$ cat config.mk
export PLATFORM = sky130hd
export DESIGN_NAME = ext_bus_hold_handshake
export DESIGN_NICKNAME = d
export VERILOG_FILES = /design/src/hw/bus_hold_pkg.sv /design/src/hw/ext_bus_hold_handshake.sv
export SDC_FILE = /design/constraint.sdc
export NUM_CORES = 1
export LEC_CHECK = 0
export BUFFER_PORTS_ARGS = -buffer_cell sky130_fd_sc_hd__clkbuf_2
export CORE_MARGIN = 3
export CORE_UTILIZATION = 25
export CTS_CLUSTER_SIZE = 16
export DETAILED_ROUTE_END_ITERATION = 16
export PLACE_DENSITY = 0.54
export SLEW_MARGIN = 20
export SYNTH_ARGS = -nofsm -noshare
export SYNTH_HDL_FRONTEND = slang
export SYNTH_SLANG_ARGS = --single-unit
$ cat constraint.sdc
create_clock -name mclk -period 3.5 [get_ports mclk]
set_input_delay 0.35 -clock mclk [delete_from_list [all_inputs] [get_ports mclk]]
set_output_delay 0.35 -clock mclk [all_outputs]
set_load 0.01 [all_outputs]
$ cat src/hw/bus_hold_pkg.sv
// Shared constants and types of the external bus hold handshake.
// Assumes mclk is the CPU clock that feeds the interface clock dividers.
package bus_hold_pkg;
  // ----------------------------------------
  // Clocking
  // ----------------------------------------
  localparam int CLK_PERIOD_PS = 8000;
  localparam logic [1:0] SRC_EXT_CLK = 2'h0;
  localparam logic [1:0] SRC_CPU_DIV4 = 2'h1;
  localparam logic [1:0] SRC_CPU_DIV6 = 2'h2;
  localparam logic [2:0] DIV4_LAST = 3'h3;
  localparam logic [2:0] DIV6_LAST = 3'h5;
  localparam logic [2:0] DIV4_HALF = 3'h2;
  localparam logic [2:0] DIV6_HALF = 3'h3;
  // ----------------------------------------
  // Handshake timing, in interface clock periods
  // ----------------------------------------
  localparam logic [2:0] REDRIVE_TICKS = 3'h2;
  localparam logic [2:0] REDRIVE_MAX_TICKS = 3'h7;
  localparam logic [2:0] GRANT_MAX_TICKS = 3'h2;
  // ----------------------------------------
  // Reset values
  // ----------------------------------------
  localparam logic GRANT_N_RESET = 1'b1;
  localparam logic BUS_OE_RESET = 1'b1;
  localparam logic REQ_N_RESET = 1'b1;

  typedef enum logic [2:0] {
    ST_IDLE, ST_DRAIN, ST_FLOAT, ST_GRANT, ST_REDRIVE, ST_UNGRANT
  } hold_state_t;
endpackage

$ cat src/hw/ext_bus_hold_handshake.sv
// Bus release handshake for one external memory port (wide or narrow).
// Assumes the access engine stops starting accesses while hold_pending is high
// and reports in-flight or queued work on access_busy. Pin tristating is done
// at the pads from the output enables below.
//
// Contract
// - Finish pending and queued accesses before grant.
// - Release inhibit set while draining blocks the grant.
// - Idle bus floats and grants with minimum delay.
// - Float bus outputs first after request.
// - Grant within two interface periods after float.
// - Redrive bus two to seven periods after release.
// - Remove grant within two periods after redrive.
// - Float select chooses clock toggling or floating.
// - Floated clock returns within seven release periods.
// - Wide port floats full group, clock enable.
// - Narrow port floats group, no clock enable.
// - Bus-need output changes after output clock rise.
// - Interface clock from input, CPU/4, CPU/6.
`timescale 1ns/10ps
module ext_bus_hold_handshake
  import bus_hold_pkg::*;
#(
  parameter bit WIDE_PORT = 1'b1
) (
  input wire logic mclk,
  input wire logic reset,
  input wire logic clk_en,
  input wire logic bus_hold_req_n,
  input wire logic release_inhibit,
  input wire logic clock_out_float_sel,
  input wire logic [1:0] clk_src_sel,
  input wire logic mem_clock_in,
  input wire logic access_busy,
  input wire logic access_wanted,
  output logic bus_release_grant_n,
  output logic bus_oe,
  output logic sdram_clk_enable_oe,
  output logic mem_clock_out,
  output logic mem_clock_out_oe,
  output logic bus_need_indicator,
  output logic hold_pending
);
  // ----------------------------------------
  // Interface clock generation
  // ----------------------------------------
  logic [2:0] div_cnt_reg;
  logic iclk_reg;
  logic iclk_prev_reg;
  logic tick;
  logic [2:0] div_last;
  logic [2:0] div_half;

  always_comb begin
    div_last = (clk_src_sel == SRC_CPU_DIV6) ? DIV6_LAST : DIV4_LAST;
    div_half = (clk_src_sel == SRC_CPU_DIV6) ? DIV6_HALF : DIV4_HALF;
  end

  always_ff @(posedge mclk) begin
    if (reset) begin
      div_cnt_reg <= 3'h0;
    end else if (clk_en) begin
      if (div_cnt_reg >= div_last) begin
        div_cnt_reg <= 3'h0;
      end else begin
        div_cnt_reg <= div_cnt_reg + 3'h1;
      end
    end
  end

  // External clock input is synchronous to mclk, so it is sampled directly
  always_ff @(posedge mclk) begin
    if (reset) begin
      iclk_reg <= 1'b0;
      iclk_prev_reg <= 1'b0;
    end else if (clk_en) begin
      if (clk_src_sel == SRC_EXT_CLK) begin
        iclk_reg <= mem_clock_in;
      end else begin
        iclk_reg <= (div_cnt_reg < div_half);
      end
      iclk_prev_reg <= iclk_reg;
    end
  end

  // One mclk pulse per interface period, at the output clock's rising edge
  assign tick = clk_en && iclk_reg && !iclk_prev_reg;

  always_ff @(posedge mclk) begin
    if (reset) begin
      mem_clock_out <= 1'b0;
    end else if (clk_en) begin
      mem_clock_out <= iclk_reg;
    end
  end

  // ----------------------------------------
  // Request synchroniser
  // ----------------------------------------
  logic req_n_meta_reg;
  logic req_n_s2_reg;

  always_ff @(posedge mclk) begin
    if (reset) begin
      req_n_meta_reg <= REQ_N_RESET;
      req_n_s2_reg <= REQ_N_RESET;
    end else if (clk_en) begin
      req_n_meta_reg <= bus_hold_req_n;
      req_n_s2_reg <= req_n_meta_reg;
    end
  end

  // ----------------------------------------
  // Handshake sequencer
  // ----------------------------------------
  hold_state_t state_reg;
  logic [2:0] tick_cnt_reg;

  // Level sensitive: a request dropped while draining simply aborts the hold
  always_ff @(posedge mclk) begin
    if (reset) begin
      state_reg <= ST_IDLE;
    end else if (clk_en) begin
      unique case (state_reg)
        ST_IDLE: begin
          if (!req_n_s2_reg) begin
            state_reg <= ST_DRAIN;
          end
        end
        ST_DRAIN: begin
          if (req_n_s2_reg) begin
            state_reg <= ST_IDLE;
          end else if (tick && !access_busy && !release_inhibit) begin
            state_reg <= ST_FLOAT;
          end
        end
        ST_FLOAT: begin
          if (tick) begin
            state_reg <= ST_GRANT;
          end
        end
        ST_GRANT: begin
          // Master keeps the request low a full period past the grant
          if (req_n_s2_reg) begin
            state_reg <= ST_REDRIVE;
          end
        end
        ST_REDRIVE: begin
          // Leave only after REDRIVE_TICKS whole periods past the first tick, so a
          // slow divider can never redrive sooner than the two-period minimum
          if (tick && tick_cnt_reg == REDRIVE_TICKS) begin
            state_reg <= ST_UNGRANT;
          end
        end
        ST_UNGRANT: begin
          if (tick) begin
            state_reg <= ST_IDLE;
          end
        end
      endcase
    end
  end

  always_ff @(posedge mclk) begin
    if (reset) begin
      tick_cnt_reg <= 3'h0;
    end else if (clk_en) begin
      if (state_reg != ST_REDRIVE) begin
        tick_cnt_reg <= 3'h0;
      end else if (tick) begin
        tick_cnt_reg <= tick_cnt_reg + 3'h1;
      end
    end
  end

  // ----------------------------------------
  // Pin control, all from flops
  // ----------------------------------------
  always_ff @(posedge mclk) begin
    if (reset) begin
      bus_oe <= BUS_OE_RESET;
      bus_release_grant_n <= GRANT_N_RESET;
      hold_pending <= 1'b0;
    end else if (clk_en) begin
      // Float before granting; redrive before removing the grant
      bus_oe <= !(state_reg == ST_FLOAT || state_reg == ST_GRANT ||
                  state_reg == ST_REDRIVE) && !(state_reg == ST_DRAIN && tick &&
                  !access_busy && !release_inhibit && !req_n_s2_reg);
      bus_release_grant_n <= !((state_reg == ST_FLOAT && tick) ||
                               state_reg == ST_GRANT || state_reg == ST_REDRIVE ||
                               (state_reg == ST_UNGRANT && !tick));
      hold_pending <= !req_n_s2_reg || state_reg != ST_IDLE;
    end
  end

  // The narrow port has no clock enable pin; its enable is held off
  assign sdram_clk_enable_oe = WIDE_PORT ? bus_oe : 1'b0;

  always_ff @(posedge mclk) begin
    if (reset) begin
      mem_clock_out_oe <= 1'b1;
    end else if (clk_en) begin
      // Tracks the bus enable so the clock returns with the bus
      mem_clock_out_oe <= !clock_out_float_sel ||
                          !(state_reg == ST_FLOAT || state_reg == ST_GRANT ||
                            state_reg == ST_REDRIVE);
    end
  end

  // Updated only on the output clock's rising edge
  always_ff @(posedge mclk) begin
    if (reset) begin
      bus_need_indicator <= 1'b0;
    end else if (tick) begin
      bus_need_indicator <= access_wanted;
    end
  end

  // ----------------------------------------
  // Assertions
  // ----------------------------------------
  logic [3:0] state_ticks_reg;
  hold_state_t state_prev_reg;

  always_ff @(posedge mclk) begin
    if (reset) begin
      state_ticks_reg <= 4'h0;
      state_prev_reg <= ST_IDLE;
    end else begin
      state_prev_reg <= state_reg;
      if (state_reg != state_prev_reg) begin
        state_ticks_reg <= 4'h0;
      end else if (tick && state_ticks_reg != 4'hf) begin
        state_ticks_reg <= state_ticks_reg + 4'h1;
      end
    end
  end
endmodule

==> key figures <==
GRT
  – Largest net degree at the start of global routing: 20
  – Vias in the first global route: 844
  – Initial antenna violation count: 0
  – Grt total ovfl: 0
  – GRT Resource Usage Total: 10.6%
  – First-pass GRT wire length: 3.75 mm

Logic synthesis
  – Largest family of logic cells by synthesized area: simple AND/OR/NAND/NOR gates
  – Synth warn: 0
  – Net count after synthesis: 129
  – Mapped cell area: 986 µm²
  – Ys flop type: dfxtp_1
  – Post-synthesis compound-gate area fraction: 20.8%
  – EDFF count, synth: 0
  – Synth Area in Simple Gates: 22.5%
  – #FFs+latches synth: 18
  – Seq/Total Area, Yosys: 36.5%
  – XOR/XNOR share of the synthesized area: 2.66%
  – Post-synth ARST share: 0%
  – Area share of fa/ha/maj cells after synthesis: 6.35%
  – Post-synthesis average cell area: 8.73 µm²
  – Yosys cell types: 42
  – Post-Synthesis Cells: 113
  – Mux cell area share after synthesis: 4.06%

Timing
  – Fmax: 591 MHz
  – Final setup fails: 0
  – Fin. Hold Viols: 0
  – TNS Setup: 0 ns
  – Slew Viols, Final: 0
  – Actual slew at the worst max-slew pin: 0.410 ns
  – Final period utilization: 48.4%
  – Worst relative slew slack: 72.6%
  – RSZ-0062 raised after global routing: no
  – Tmin final: 1.69 ns
  – Fin Clk Skew: 0.000438 ns

Route
  – WL met2: 1.06 mm
  – DR iter-0 viols: 97
  – Routed Antenna Nets: 0
  – Final wirelength: 2.19 mm
  – Vias per cell: 4.85
  – Vias: 848
  – Met3 WL: 92 µm
  – # DRC: 0
  – DR top layer: met4
  – DRT Pass-1 Iters: 4
  – Metal-1 WL: 1.02 mm
  – DR WL/cell: 12.5 µm

Floorplan
  – Row cnt: 22
  – # IOs: 18
  – Die area: 4730 µm²
  – Initial core utilization: 26.3%
  – CORE AREA: 3740 µm²
  – Die H: 68.8 µm
  – Die X: 68.8 µm

CTS
  – Clock Tree Buf Depth: 2
  – Hold Buf Count CTS: 0
  – Reg clk slew, reported paths: 0.07 ns
  – Total setup buffers inserted after CTS: 0
  – Insertion delay to the later sink of the worst-skew pair: 0.26 ns
  – CTS buffer count: 3
  – H-tree levels: 1
  – Root Driver: clkbuf_8
  – CTS tree: done
  – Post-CTS Resized: 0
  – Clock sinks: 18

Worst setup path
  – Slowest cell on crit path: dfxtp_1
  – CP cell instances: or3b_4 > a21oi_2 > and4b_1 > a22o_1
  – CP startpoint kind: register
  – Critical Path AT: 1.84 ns
  – CP Data Required Time: 3.65 ns
  – Slowest stage delay, CP: 0.54 ns
  – Setup crit end kind: register
  – Crit Path Class: register to register
  – Critical-path maximum fanout: 11

Final layout
  – Non-Filler Instances: 175
  – Area of the multi-input gates: 556 µm²
  – Reg area: 360 µm²
  – Filler Cell Count: 401
  – Nets: 144
  – Syn-to-layout area delta: 15.9%
  – Share of cells above drive strength 1: 22.0%
  – Antenna diodes: 0

Outcome
  – Status: finished, final reports clean

Place
  – Hpwl dp: 1.60 mm
  – Port Buffers: 17
  – Final RePlAce weighted congestion: 0.766
  – Number of instances in the placed design: 171

Power
  – Total leakage power: 0.476 nW
  – Pwr Density: 391 nW/µm²
  – VDD IR-drop max: 0.102 mV

Run
  – # Max-Cap Violations: 0

Worst hold path
  – Class of the worst hold path: input pin to register
-- cell type report --
class	count	area share (%)
Clock buffer	4	4.82
Inverter	7	2.30
Timing Repair Buffer	17	7.45
Multi-Input combinational cell	81	48.6
Tap cell	48	5.26
Sequential cell	18	31.5
-- power breakdown --
group,switching [mW],internal (mW),total [mW]
clock network,0.0739,0.100,0.174
logic,0.0281,0.0230,0.0511
registers,0.00791,0.213,0.221
-- metrics by stage --
| step | hold WS (ns) | util, % | power [mW] | cell area [µm²] | setup slack (ns) |
|---|---|---|---|---|---|
| finish | 0.315 | 30.5 | 0.446 | 1140 | 1.81 |
| global placement | 0.453 | 29.0 | 0.275 | 1090 | 1.86 |
| global route | 0.343 | 30.5 | 0.469 | 1140 | 1.73 |
| CTS | 0.319 | 30.5 | 0.449 | 1140 | 1.83 |
| detailed placement | 0.457 | 29.0 | 0.277 | 1090 | 1.84 |
| floorplan | 0.441 | - | 0.259 | 986 | 1.97 |
-- cell families after synthesis --
logic type                 Yosys count
xor gates and xnor gates             3
and+or+nand+nor                     40
adders and majority gates            5
buffers and inverters               14
DFF                                 18
muxes                                4
AOI/OAI and AO/OA                   29
-- synth_stat cells, types with 2 or more instances --
library cell,instances,area (µm²)
ha_1,5,62.6
nor2b_1,2,12.5
a21oi_1,6,30.0
a31oi_1,2,12.5
nor2_1,14,52.6
and3_1,2,12.5
a211oi_1,3,22.5
a21oi_2,2,17.5
clkbuf_1,2,7.51
inv_1,7,26.3
buf_2,2,10.0
nor3_1,2,10.0
mux2i_1,4,40.0
o211ai_1,2,15.0
dfxtp_1,18,360
xnor2_1,2,17.5
o21ai_0,4,20.0
buf_4,2,15.0
nand2_1,9,33.8
-- placed cells by master, fill, tap and decap left out, types with 2 or more instances in the layout --
| cell | netlist | layout |
|---|---|---|
| dfxtp_1 | 18 | 18 |
| clkbuf_2 | 0 | 17 |
| nor2_1 | 14 | 14 |
| nand2_1 | 9 | 9 |
| inv_1 | 7 | 7 |
| a21oi_1 | 6 | 6 |
| ha_1 | 5 | 5 |
| mux2i_1 | 4 | 4 |
| o21ai_0 | 4 | 4 |
| clkbuf_8 | 0 | 4 |
| a211oi_1 | 3 | 3 |
| o211ai_1 | 2 | 2 |
| a21oi_2 | 2 | 2 |
| nor2b_1 | 2 | 2 |
| and3_1 | 2 | 2 |
| xnor2_1 | 2 | 2 |
| nor3_1 | 2 | 2 |
| a31oi_1 | 2 | 2 |
-- worst paths after layout --
check | slack [ns] | cells after the start | from | endpoint
worst max-delay path | 1.81 | 4 | state_reg[2] | state_reg[1]
worst min-delay path | 0.31 | 3 | bus_hold_req_n | req_n_meta_reg
worst max register to register | 1.81 | 4 | state_reg[2] | state_reg[1]
worst min register to register | 0.47 | 2 | bus_need_indicator | bus_need_indicator
-- layer usage --
metal | track usage, % | vias to the layer above
met2 | 18.6 | 17
met5 | 0 | -
met3 | 2.43 | 4
li1 | - | 436
met1 | 12.8 | 391
met4 | 3.16 | 0
-- critical path, delay by kind of cell, from the launching register on --
| family | cells | cell delay [ns] |
|---|---|---|
| flops | 1 | 0.54 |
| simple gates | 2 | 0.68 |
| compound gates | 2 | 0.37 |
No activity file was read; power rests on OpenSTA's default activity.
